==> config.mk <==
export PLATFORM = sky130hd
export DESIGN_NAME = supply_droop_monitor_ctrl
export DESIGN_NICKNAME = d
export VERILOG_FILES = /design/src/hdl/droop_monitor_pkg.sv /design/src/hdl/droop_input_sync.sv /design/src/hdl/supply_droop_monitor_ctrl.sv
export SDC_FILE = /design/constraint.sdc
export NUM_CORES = 1
export LEC_CHECK = 0
export BUFFER_PORTS_ARGS = -buffer_cell sky130_fd_sc_hd__buf_2
export CORE_MARGIN = 2
export CORE_UTILIZATION = 41
export DETAILED_ROUTE_END_ITERATION = 12
export MAX_ROUTING_LAYER = met4
export PLACE_DENSITY = 0.77
export SETUP_SLACK_MARGIN = 0.02
export SLEW_MARGIN = 20
export SYNTH_ARGS = -nofsm -noshare
export SYNTH_HDL_FRONTEND = slang
export SYNTH_SLANG_ARGS = --single-unit
==> constraint.sdc <==
create_clock -name clk -period 1.4 [get_ports clk]
set_input_delay 0.28 -clock clk [delete_from_list [all_inputs] [get_ports clk]]
set_output_delay 0.28 -clock clk [all_outputs]
set_load 0.005 [all_outputs]
==> src/hdl/droop_monitor_pkg.sv <==
// shared constants for the supply droop monitor control block
package droop_monitor_pkg;

  // ****************************************
  // register map (byte addresses)
  // ****************************************
  localparam logic [3:0] CTRL_STATUS_A_OFFSET = 4'h0;
  localparam logic [3:0] CTRL_STATUS_B_OFFSET = 4'h4;
  localparam logic [3:0] CTRL_STATUS_C_OFFSET = 4'h8;

  // ****************************************
  // status-control A fields
  // ****************************************
  localparam int DETECT_FLAG_BIT = 7;
  localparam int DETECT_ACK_BIT = 6;
  localparam int IRQ_ENABLE_BIT = 5;
  localparam int RESET_ENABLE_BIT = 4;
  localparam int STOP_ENABLE_BIT = 3;
  localparam int MONITOR_ENABLE_BIT = 2;
  localparam int REF_BUFFER_BIT = 0;

  // ****************************************
  // status-control B / C fields
  // ****************************************
  localparam int WARNING_FLAG_BIT = 7;
  localparam int WARNING_ACK_BIT = 6;
  localparam int DETECT_LEVEL_BIT = 5;
  localparam int WARNING_LEVEL_BIT = 4;
  localparam int POWERDOWN_FLAG_BIT = 4;

  // ****************************************
  // reset values and answers
  // ****************************************
  localparam logic [7:0] CTRL_A_RESET = 8'h1C;
  localparam logic [1:0] RESP_OKAY = 2'h0;
  localparam logic [1:0] RESP_SLVERR = 2'h2;
  localparam int SYNC_STAGES = 3;

endpackage

==> src/hdl/droop_input_sync.sv <==
// three-stage synchroniser with agreement filter for a comparator level
`timescale 1ns/10ps
module droop_input_sync (
  input wire logic clk,
  input wire logic reset,
  input wire logic asyncIn,
  output logic syncOut
);

  logic [droop_monitor_pkg::SYNC_STAGES-1:0] stage_q;
  logic syncOut_q;

  always_ff @(posedge clk) begin
    if (reset) begin
      stage_q <= '0;
    end else begin
      stage_q <= {stage_q[1:0], asyncIn};
    end
  end

  // stage 0 feeds only stage 1; a change counts once stages 1 and 2 agree
  always_ff @(posedge clk) begin
    if (reset) begin
      syncOut_q <= 1'b0;
    end else if (stage_q[1] == stage_q[2]) begin
      syncOut_q <= stage_q[2];
    end
  end

  assign syncOut = syncOut_q;

endmodule

==> src/hdl/supply_droop_monitor_ctrl.sv <==
// supply droop monitor control and status logic with AXI4-Lite slave
// How it works
// - sticky detect flag set on detect comparator
// - writing detect ack one clears flag
// - interrupt only while irq enable set
// - system reset only while reset enable set
// - monitor enable gates flag, irq, reset
// - stop enable keeps monitor alive in stop
// - sticky warning flag set on warning comparator
// - writing warning ack one clears warning
// - detect level select picks high/low trip
// - warning level select picks high/low trip
// - alternate layout: powerdown flag at bit 4
`timescale 1ns/10ps
module supply_droop_monitor_ctrl #(
  parameter bit WARNING_IN_THIRD_REG = 1'b0
) (
  input wire logic clk,
  input wire logic reset,
  input wire logic [3:0] awaddr,
  input wire logic awvalid,
  output logic awready,
  input wire logic [31:0] wdata,
  input wire logic [3:0] wstrb,
  input wire logic wvalid,
  output logic wready,
  output logic [1:0] bresp,
  output logic bvalid,
  input wire logic bready,
  input wire logic [3:0] araddr,
  input wire logic arvalid,
  output logic arready,
  output logic [31:0] rdata,
  output logic [1:0] rresp,
  output logic rvalid,
  input wire logic rready,
  input wire logic detectBelowHigh,
  input wire logic detectBelowLow,
  input wire logic warningBelowHigh,
  input wire logic warningBelowLow,
  input wire logic stopMode,
  input wire logic powerdownWake,
  output logic droopIrq,
  output logic droopReset,
  output logic monitorActive,
  output logic detectLevelHigh,
  output logic warningLevelHigh,
  output logic referenceBufferEnable
);

  // ****************************************
  // comparator synchronisers
  // ****************************************
  logic detHighS, detLowS, warnHighS, warnLowS, pdWakeS;

  droop_input_sync syncDetHigh (.clk(clk), .reset(reset),
    .asyncIn(detectBelowHigh), .syncOut(detHighS));
  droop_input_sync syncDetLow (.clk(clk), .reset(reset),
    .asyncIn(detectBelowLow), .syncOut(detLowS));
  droop_input_sync syncWarnHigh (.clk(clk), .reset(reset),
    .asyncIn(warningBelowHigh), .syncOut(warnHighS));
  droop_input_sync syncWarnLow (.clk(clk), .reset(reset),
    .asyncIn(warningBelowLow), .syncOut(warnLowS));
  droop_input_sync syncPdWake (.clk(clk), .reset(reset),
    .asyncIn(powerdownWake), .syncOut(pdWakeS));

  // ****************************************
  // control state
  // ****************************************
  logic irqEnable_q, resetEnable_q, stopEnable_q, monitorEnable_q;
  logic refBuffer_q, detectLevel_q, warningLevel_q;
  logic detectFlag_q, warningFlag_q, powerdownFlag_q;
  logic detectAckPulse, warningAckPulse, monitorRun;
  logic detectBelow, warningBelow;

  // ****************************************
  // bus slave
  // ****************************************
  logic awHeld_q, wHeld_q;
  logic [3:0] awAddr_q;
  logic [31:0] wData_q;
  logic [3:0] wStrb_q;
  logic writeFire;

  assign writeFire = awHeld_q && wHeld_q && !bvalid;

  always_ff @(posedge clk) begin
    if (reset) begin
      awHeld_q <= 1'b0;
      awAddr_q <= 4'h0;
    end else if (awvalid && awready) begin
      awHeld_q <= 1'b1;
      awAddr_q <= awaddr;
    end else if (writeFire) begin
      awHeld_q <= 1'b0;
    end
  end

  always_ff @(posedge clk) begin
    if (reset) begin
      wHeld_q <= 1'b0;
      wData_q <= 32'h0000_0000;
      wStrb_q <= 4'h0;
    end else if (wvalid && wready) begin
      wHeld_q <= 1'b1;
      wData_q <= wdata;
      wStrb_q <= wstrb;
    end else if (writeFire) begin
      wHeld_q <= 1'b0;
    end
  end

  // readies are registered: each drops on the same edge that its item lands
  always_ff @(posedge clk) begin
    if (reset) begin
      awready <= 1'b0;
      wready <= 1'b0;
    end else begin
      awready <= !awHeld_q && !(awvalid && awready) && !bvalid;
      wready <= !wHeld_q && !(wvalid && wready) && !bvalid;
    end
  end

  logic addrMapped;
  always_comb begin
    addrMapped = (awAddr_q == droop_monitor_pkg::CTRL_STATUS_A_OFFSET) ||
      (awAddr_q == droop_monitor_pkg::CTRL_STATUS_B_OFFSET) ||
      (WARNING_IN_THIRD_REG &&
       awAddr_q == droop_monitor_pkg::CTRL_STATUS_C_OFFSET);
  end

  always_ff @(posedge clk) begin
    if (reset) begin
      bvalid <= 1'b0;
      bresp <= droop_monitor_pkg::RESP_OKAY;
    end else if (writeFire) begin
      bvalid <= 1'b1;
      bresp <= addrMapped ? droop_monitor_pkg::RESP_OKAY
                          : droop_monitor_pkg::RESP_SLVERR;
    end else if (bready) begin
      bvalid <= 1'b0;
    end
  end

  logic writeA, writeB, writeC, laneLow;
  assign laneLow = wStrb_q[0];
  assign writeA = writeFire && laneLow &&
    awAddr_q == droop_monitor_pkg::CTRL_STATUS_A_OFFSET;
  assign writeB = writeFire && laneLow &&
    awAddr_q == droop_monitor_pkg::CTRL_STATUS_B_OFFSET;
  assign writeC = writeFire && laneLow && WARNING_IN_THIRD_REG &&
    awAddr_q == droop_monitor_pkg::CTRL_STATUS_C_OFFSET;

  // ****************************************
  // control register writes
  // ****************************************
  always_ff @(posedge clk) begin
    if (reset) begin
      irqEnable_q <= droop_monitor_pkg::CTRL_A_RESET[5];
      resetEnable_q <= droop_monitor_pkg::CTRL_A_RESET[4];
      stopEnable_q <= droop_monitor_pkg::CTRL_A_RESET[3];
      monitorEnable_q <= droop_monitor_pkg::CTRL_A_RESET[2];
      refBuffer_q <= droop_monitor_pkg::CTRL_A_RESET[0];
    end else if (writeA) begin
      irqEnable_q <= wData_q[droop_monitor_pkg::IRQ_ENABLE_BIT];
      resetEnable_q <= wData_q[droop_monitor_pkg::RESET_ENABLE_BIT];
      stopEnable_q <= wData_q[droop_monitor_pkg::STOP_ENABLE_BIT];
      monitorEnable_q <= wData_q[droop_monitor_pkg::MONITOR_ENABLE_BIT];
      refBuffer_q <= wData_q[droop_monitor_pkg::REF_BUFFER_BIT];
    end
  end

  logic warnRegWrite;
  assign warnRegWrite = WARNING_IN_THIRD_REG ? writeC : writeB;

  always_ff @(posedge clk) begin
    if (reset) begin
      detectLevel_q <= 1'b0;
    end else if (writeB) begin
      detectLevel_q <= wData_q[droop_monitor_pkg::DETECT_LEVEL_BIT];
    end
  end

  always_ff @(posedge clk) begin
    if (reset) begin
      warningLevel_q <= 1'b0;
    end else if (warnRegWrite) begin
      warningLevel_q <= wData_q[droop_monitor_pkg::WARNING_LEVEL_BIT];
    end
  end

  // ack bits are strobes only, never stored
  assign detectAckPulse = writeA &&
    wData_q[droop_monitor_pkg::DETECT_ACK_BIT];
  assign warningAckPulse = warnRegWrite &&
    wData_q[droop_monitor_pkg::WARNING_ACK_BIT];

  // ****************************************
  // detection
  // ****************************************
  // in stop mode the monitor runs only if stop enable is set
  assign monitorRun = monitorEnable_q && (!stopMode || stopEnable_q);
  assign detectBelow = detectLevel_q ? detHighS : detLowS;
  assign warningBelow = warningLevel_q ? warnHighS : warnLowS;

  // set wins over a same-cycle ack so no droop is lost
  always_ff @(posedge clk) begin
    if (reset) begin
      detectFlag_q <= 1'b0;
    end else if (monitorRun && detectBelow) begin
      detectFlag_q <= 1'b1;
    end else if (detectAckPulse) begin
      detectFlag_q <= 1'b0;
    end
  end

  always_ff @(posedge clk) begin
    if (reset) begin
      warningFlag_q <= 1'b0;
    end else if (monitorRun && warningBelow) begin
      warningFlag_q <= 1'b1;
    end else if (warningAckPulse) begin
      warningFlag_q <= 1'b0;
    end
  end

  // powerdown flag exists only in the three-register layout
  always_ff @(posedge clk) begin
    if (reset) begin
      powerdownFlag_q <= 1'b0;
    end else if (WARNING_IN_THIRD_REG && pdWakeS) begin
      powerdownFlag_q <= 1'b1;
    end
  end

  // ****************************************
  // outputs
  // ****************************************
  always_ff @(posedge clk) begin
    if (reset) begin
      droopIrq <= 1'b0;
      droopReset <= 1'b0;
      monitorActive <= 1'b0;
      detectLevelHigh <= 1'b0;
      warningLevelHigh <= 1'b0;
      referenceBufferEnable <= 1'b0;
    end else begin
      droopIrq <= detectFlag_q && irqEnable_q && monitorEnable_q;
      droopReset <= monitorRun && detectBelow && resetEnable_q;
      monitorActive <= monitorRun;
      detectLevelHigh <= detectLevel_q;
      warningLevelHigh <= warningLevel_q;
      referenceBufferEnable <= refBuffer_q;
    end
  end

  // ****************************************
  // read channel
  // ****************************************
  logic [7:0] readByte;
  logic readMapped;
  always_comb begin
    readByte = 8'h00;
    readMapped = 1'b1;
    case (araddr)
      droop_monitor_pkg::CTRL_STATUS_A_OFFSET: begin
        readByte = {detectFlag_q, 1'b0, irqEnable_q, resetEnable_q,
                    stopEnable_q, monitorEnable_q, 1'b0, refBuffer_q};
      end
      droop_monitor_pkg::CTRL_STATUS_B_OFFSET: begin
        if (WARNING_IN_THIRD_REG) begin
          readByte = {2'h0, detectLevel_q, powerdownFlag_q, 4'h0};
        end else begin
          readByte = {warningFlag_q, 1'b0, detectLevel_q, warningLevel_q,
                      4'h0};
        end
      end
      droop_monitor_pkg::CTRL_STATUS_C_OFFSET: begin
        readMapped = WARNING_IN_THIRD_REG;
        if (WARNING_IN_THIRD_REG) begin
          readByte = {warningFlag_q, 2'h0, warningLevel_q, 4'h0};
        end
      end
      default: begin
        readMapped = 1'b0;
      end
    endcase
  end

  always_ff @(posedge clk) begin
    if (reset) begin
      arready <= 1'b0;
      rvalid <= 1'b0;
      rdata <= 32'h0000_0000;
      rresp <= droop_monitor_pkg::RESP_OKAY;
    end else if (arvalid && arready) begin
      arready <= 1'b0;
      rvalid <= 1'b1;
      rdata <= {24'h00_0000, readByte};
      rresp <= readMapped ? droop_monitor_pkg::RESP_OKAY
                          : droop_monitor_pkg::RESP_SLVERR;
    end else if (rvalid) begin
      if (rready) begin
        rvalid <= 1'b0;
      end
    end else begin
      arready <= 1'b1;
    end
  end

  // ****************************************
  // checks
  // ****************************************
  a_detect_sets: assert property (@(posedge clk) disable iff (reset)
    monitorRun && detectBelow |=> detectFlag_q)
    else $error("detect flag not set on droop");
  a_detect_ack_clears: assert property (@(posedge clk) disable iff (reset)
    detectAckPulse && !(monitorRun && detectBelow) |=> !detectFlag_q)
    else $error("detect ack did not clear flag");
  a_irq_gated: assert property (@(posedge clk) disable iff (reset)
    droopIrq |-> $past(irqEnable_q) && $past(detectFlag_q))
    else $error("interrupt without enable or flag");
  a_reset_gated: assert property (@(posedge clk) disable iff (reset)
    droopReset |-> $past(resetEnable_q) && $past(monitorEnable_q))
    else $error("reset without enable");
  a_monitor_off: assert property (@(posedge clk) disable iff (reset)
    !monitorEnable_q && !detectFlag_q |=> !detectFlag_q)
    else $error("flag set while monitor off");
  a_stop_gate: assert property (@(posedge clk) disable iff (reset)
    stopMode && !stopEnable_q |=> !monitorActive)
    else $error("monitor active in stop without enable");
  a_warning_sets: assert property (@(posedge clk) disable iff (reset)
    monitorRun && warningBelow |=> warningFlag_q)
    else $error("warning flag not set");
  a_warning_ack_clears: assert property (@(posedge clk) disable iff (reset)
    warningAckPulse && !(monitorRun && warningBelow) |=> !warningFlag_q)
    else $error("warning ack did not clear flag");
  a_ack_reads_zero: assert property (@(posedge clk) disable iff (reset)
    rvalid |-> !rdata[droop_monitor_pkg::DETECT_ACK_BIT])
    else $error("ack bit read as one");

endmodule

==> results.py <==
metrics = {
    "worst_setup_path": {
        "r2r_start": "awHeld_q",
        "crit_fanout": 5,
        "r2r_cells": 3,
        "slowest_delay_ns": 0.38,
        "worstPathRequired_ns": 1.62,
        "regToRegSetupSlack_ns": 0.12,
        "arrival_ns": 1.50,
        "path_cells": "and4b_4 -> and3b_2 -> mux2_4",
        "crit_path_end_kind": "flop",
        "r2r-end": "refBuffer_q",
        "crit_slowest_cell": "dfxtp_1",
        "start_kind": "flop",
        "worstSetupPathType": "reg2reg",
    },
    "floorplan": {
        "coreArea_um2": 5140,
        "rows": 26,
        "fp.dieArea_um2": 5990,
        "start_util": 0.430,
        "die_w_um": 77.4,
        "die_y_um": 77.4,
        "ios": 104,
    },
    "cells_and_area": {
        "fillers": 510,
        "antenna_cells": 0,
        "final_util": 0.507,
        "drive_gt1_frac": 0.247,
        "layout.cells.non_filler": 365,
        "fin_area_um2": 2610,
        "syn2layout_area_growth_pct": 18.1,
        "nets": 349,
    },
    "hold_path": {
        "worstHoldStart": "detectBelowLow",
        "holdPathEnd": "syncDetLow.stage_q[0]",
        "holdCritPathClass": "in2reg",
        "min_path_cells": 2,
    },
    "placed_design": {
        "hpwl_um": 2820,
        "place_area_um2": 2440,
        "dp_slack_ns": 0.104,
        "gp_congestion": 0.786,
        "port_buffers": 45,
        "placed_cells": 351,
    },
    "yosys": {
        "ys.flop_type": "dfxtp_1",
        "yosysWarnings": 0,
        "ys_seq_area_frac": 0.517,
        "synth-simple-area-share": 0.199,
        "synth_edf_count": 0,
        "synth_xor_area_frac": 0,
        "synthMuxAreaShare": 0.0578,
        "synth_compound_area_frac": 0.0992,
        "syn_inst": 236,
        "synth_cell_types": 35,
        "ys_ff_latch": 57,
        "async_reset_ff_frac": 0,
        "avgSynthCellArea_um2": 9.36,
        "synth_top_family_by_area": "simple AND/OR/NAND/NOR gates",
        "synth_adder_area_share": 0,
        "syn_area_um2": 2210,
    },
    "timing": {
        "setup-violations-final": 0,
        "slew_viol_final": 0,
        "min_period_ns": 1.28,
        "setup_tns_ns": 0,
        "period_share": 0.916,
        "clock.fmax_ghz": 0.779,
        "setup_slack_ns": 0.117,
        "hold_viol": 0,
        "skew_ns": 0.00358,
        "timing.hold.ws_ns": 0.166,
        "rsz0062_at_grt": "false",
    },
    "routing": {
        "vias": 1630,
        "drc": 0,
        "ant_nets": 0,
        "wirelength_um": 3840,
        "drt_pre_antenna_iters": 4,
        "drtIter0Drc": 30,
        "vias_per_cell": 4.47,
        "wl_per_cell_um": 10.5,
    },
    "global_route": {
        "grt_util_all_layers": 0.144,
        "grt_pass1_vias": 1510,
        "grt_pass1_wl_um": 6460,
        "grt_max_degree": 18,
        "antenna_found_initial": 0,
        "overflow": 0,
    },
    "pwr": {
        "power_density_nw_per_um2": 1220,
        "seqPwrFrac": 0.533,
        "p_int_mw": 2.49,
        "finalPower_mw": 3.19,
        "p_leak_nw": 1.16,
        "swShare": 0.220,
        "vdd_ir_drop_max_mv": 0.701,
        "p_clk_frac": 0.399,
        "combPwrFrac": 0.067,
        "power_switching_mw": 0.703,
    },
    "cts": {
        "post_cts_buffers": 0,
        "cts_buffers": 9,
        "clk-insertion-delay-late_ns": 0.33,
        "cts_tree": "yes",
        "path_clk_slew_ns": 0.06,
        "ctsResizeCount": 0,
        "hold_buffers": 0,
        "cts_buffer_depth": 2,
        "h-tree-depth": 3,
        "clock-root-buffer": "clkbuf_8",
        "cts_sinks": 57,
    },
    "flow_run": {
        "maxCapViolations": 0,
    },
    "outcome": {
        "status": "finished, final reports clean",
    },
}
-- final cells by class --
cell class | count | area [um^2] | share of cell area
Tap cell | 70 | 87.6 | 0.0336
Inverter | 6 | 22.5 | 0.00864
Sequential cell | 57 | 1140 | 0.438
Multi-Input combinational cell | 163 | 893 | 0.343
Clock buffer | 14 | 163 | 0.0624
Timing Repair Buffer | 55 | 300 | 0.115
-- registers in the layout (all words and copies together), names as in the netlist, 3 cells and up --
| register | count |
|---|---|
| rdata | 6 |
| wData_q | 6 |
| awAddr_q | 4 |
| syncDetHigh.stage_q | 3 |
| syncDetLow.stage_q | 3 |
| syncWarnHigh.stage_q | 3 |
| syncWarnLow.stage_q | 3 |
-- cell families (layout without fill, tap and decap cells) --
family | Yosys count | in the layout
buffers and inverters | 43 | 75
AO/OA/AOI/OAI | 38 | 38
flip-flops | 57 | 57
other | 1 | 28
multiplexers | 12 | 12
AND/OR/NAND/NOR | 85 | 85
-- worst max-delay path, delay by kind of cell (launching register included) --
| kind | cells | cell delay [ns] |
|---|---|---|
| multiplexers | 1 | 0.29 |
| AND/OR/NAND/NOR | 2 | 0.49 |
| flip-flops | 1 | 0.38 |
-- worst max path at each step --
| stage | start | end | slack, ns | depth (start not counted) |
|---|---|---|---|---|
| 3_3_place_gp | awHeld_q | refBuffer_q | 0.10 | 3 |
| 5_1_grt | awHeld_q | irqEnable_q | 0.03 | 4 |
| 4_1_cts | awHeld_q | refBuffer_q | 0.09 | 3 |
| 2_1_floorplan | bvalid | refBuffer_q | 0.03 | 4 |
| 3_5_place_dp | awHeld_q | refBuffer_q | 0.10 | 3 |
| 6_report | awHeld_q | refBuffer_q | 0.12 | 3 |
-- cells in the final DEF, fill, tap and decap left out, types with 2 or more instances in the layout --
master,count
nand2b_1,2
clkbuf_8,11
buf_2,45
o31ai_1,3
inv_1,6
mux2i_1,9
and2_1,3
nand2_1,35
clkbuf_1,3
nor3_1,2
a21oi_1,23
nand3_1,5
mux2_2,2
buf_4,10
and3b_2,2
conb_1,28
dfxtp_1,57
nand4b_1,4
nor2b_1,18
o21ai_0,6
nor2_1,9
-- cells in the mapped netlist, types with 2 or more instances --
cell type	count	share of area
nand2_1	35	0.059
mux2i_1	9	0.041
nand2b_1	2	0.0057
nand3_1	5	0.011
buf_4	28	0.095
nor2_1	9	0.015
nand4b_1	4	0.016
dfxtp_1	57	0.52
mux2_2	2	0.010
a21oi_1	23	0.052
buf_1	4	0.0068
buf_2	2	0.0045
and2_1	3	0.0085
inv_1	6	0.010
clkbuf_1	2	0.0034
o31ai_1	3	0.010
nor2b_1	18	0.051
o21ai_0	6	0.014
nor3_1	2	0.0045
-- power by group through the flow --
stage               combinational (mW)  sequential [mW]  clock (mW)
detailed placement               0.215             1.74           0
floorplan                        0.178             1.74           0
global route                     0.245             1.71        1.39
global placement                 0.210             1.74           0
CTS                              0.216             1.70        1.31
finish                           0.215             1.70        1.28
-- layer usage --
| metal | GRT usage | part of all wire | vias up |
|---|---|---|---|
| li1 | - | - | 843 |
| met1 | 0.154 | 0.44 | 726 |
| met2 | 0.226 | 0.47 | 56 |
| met3 | 0.0744 | 0.074 | 5 |
| met4 | 0.0554 | 0.014 | 0 |
| met5 | - | 0 | - |
No activity file was read; power rests on OpenSTA's default activity.
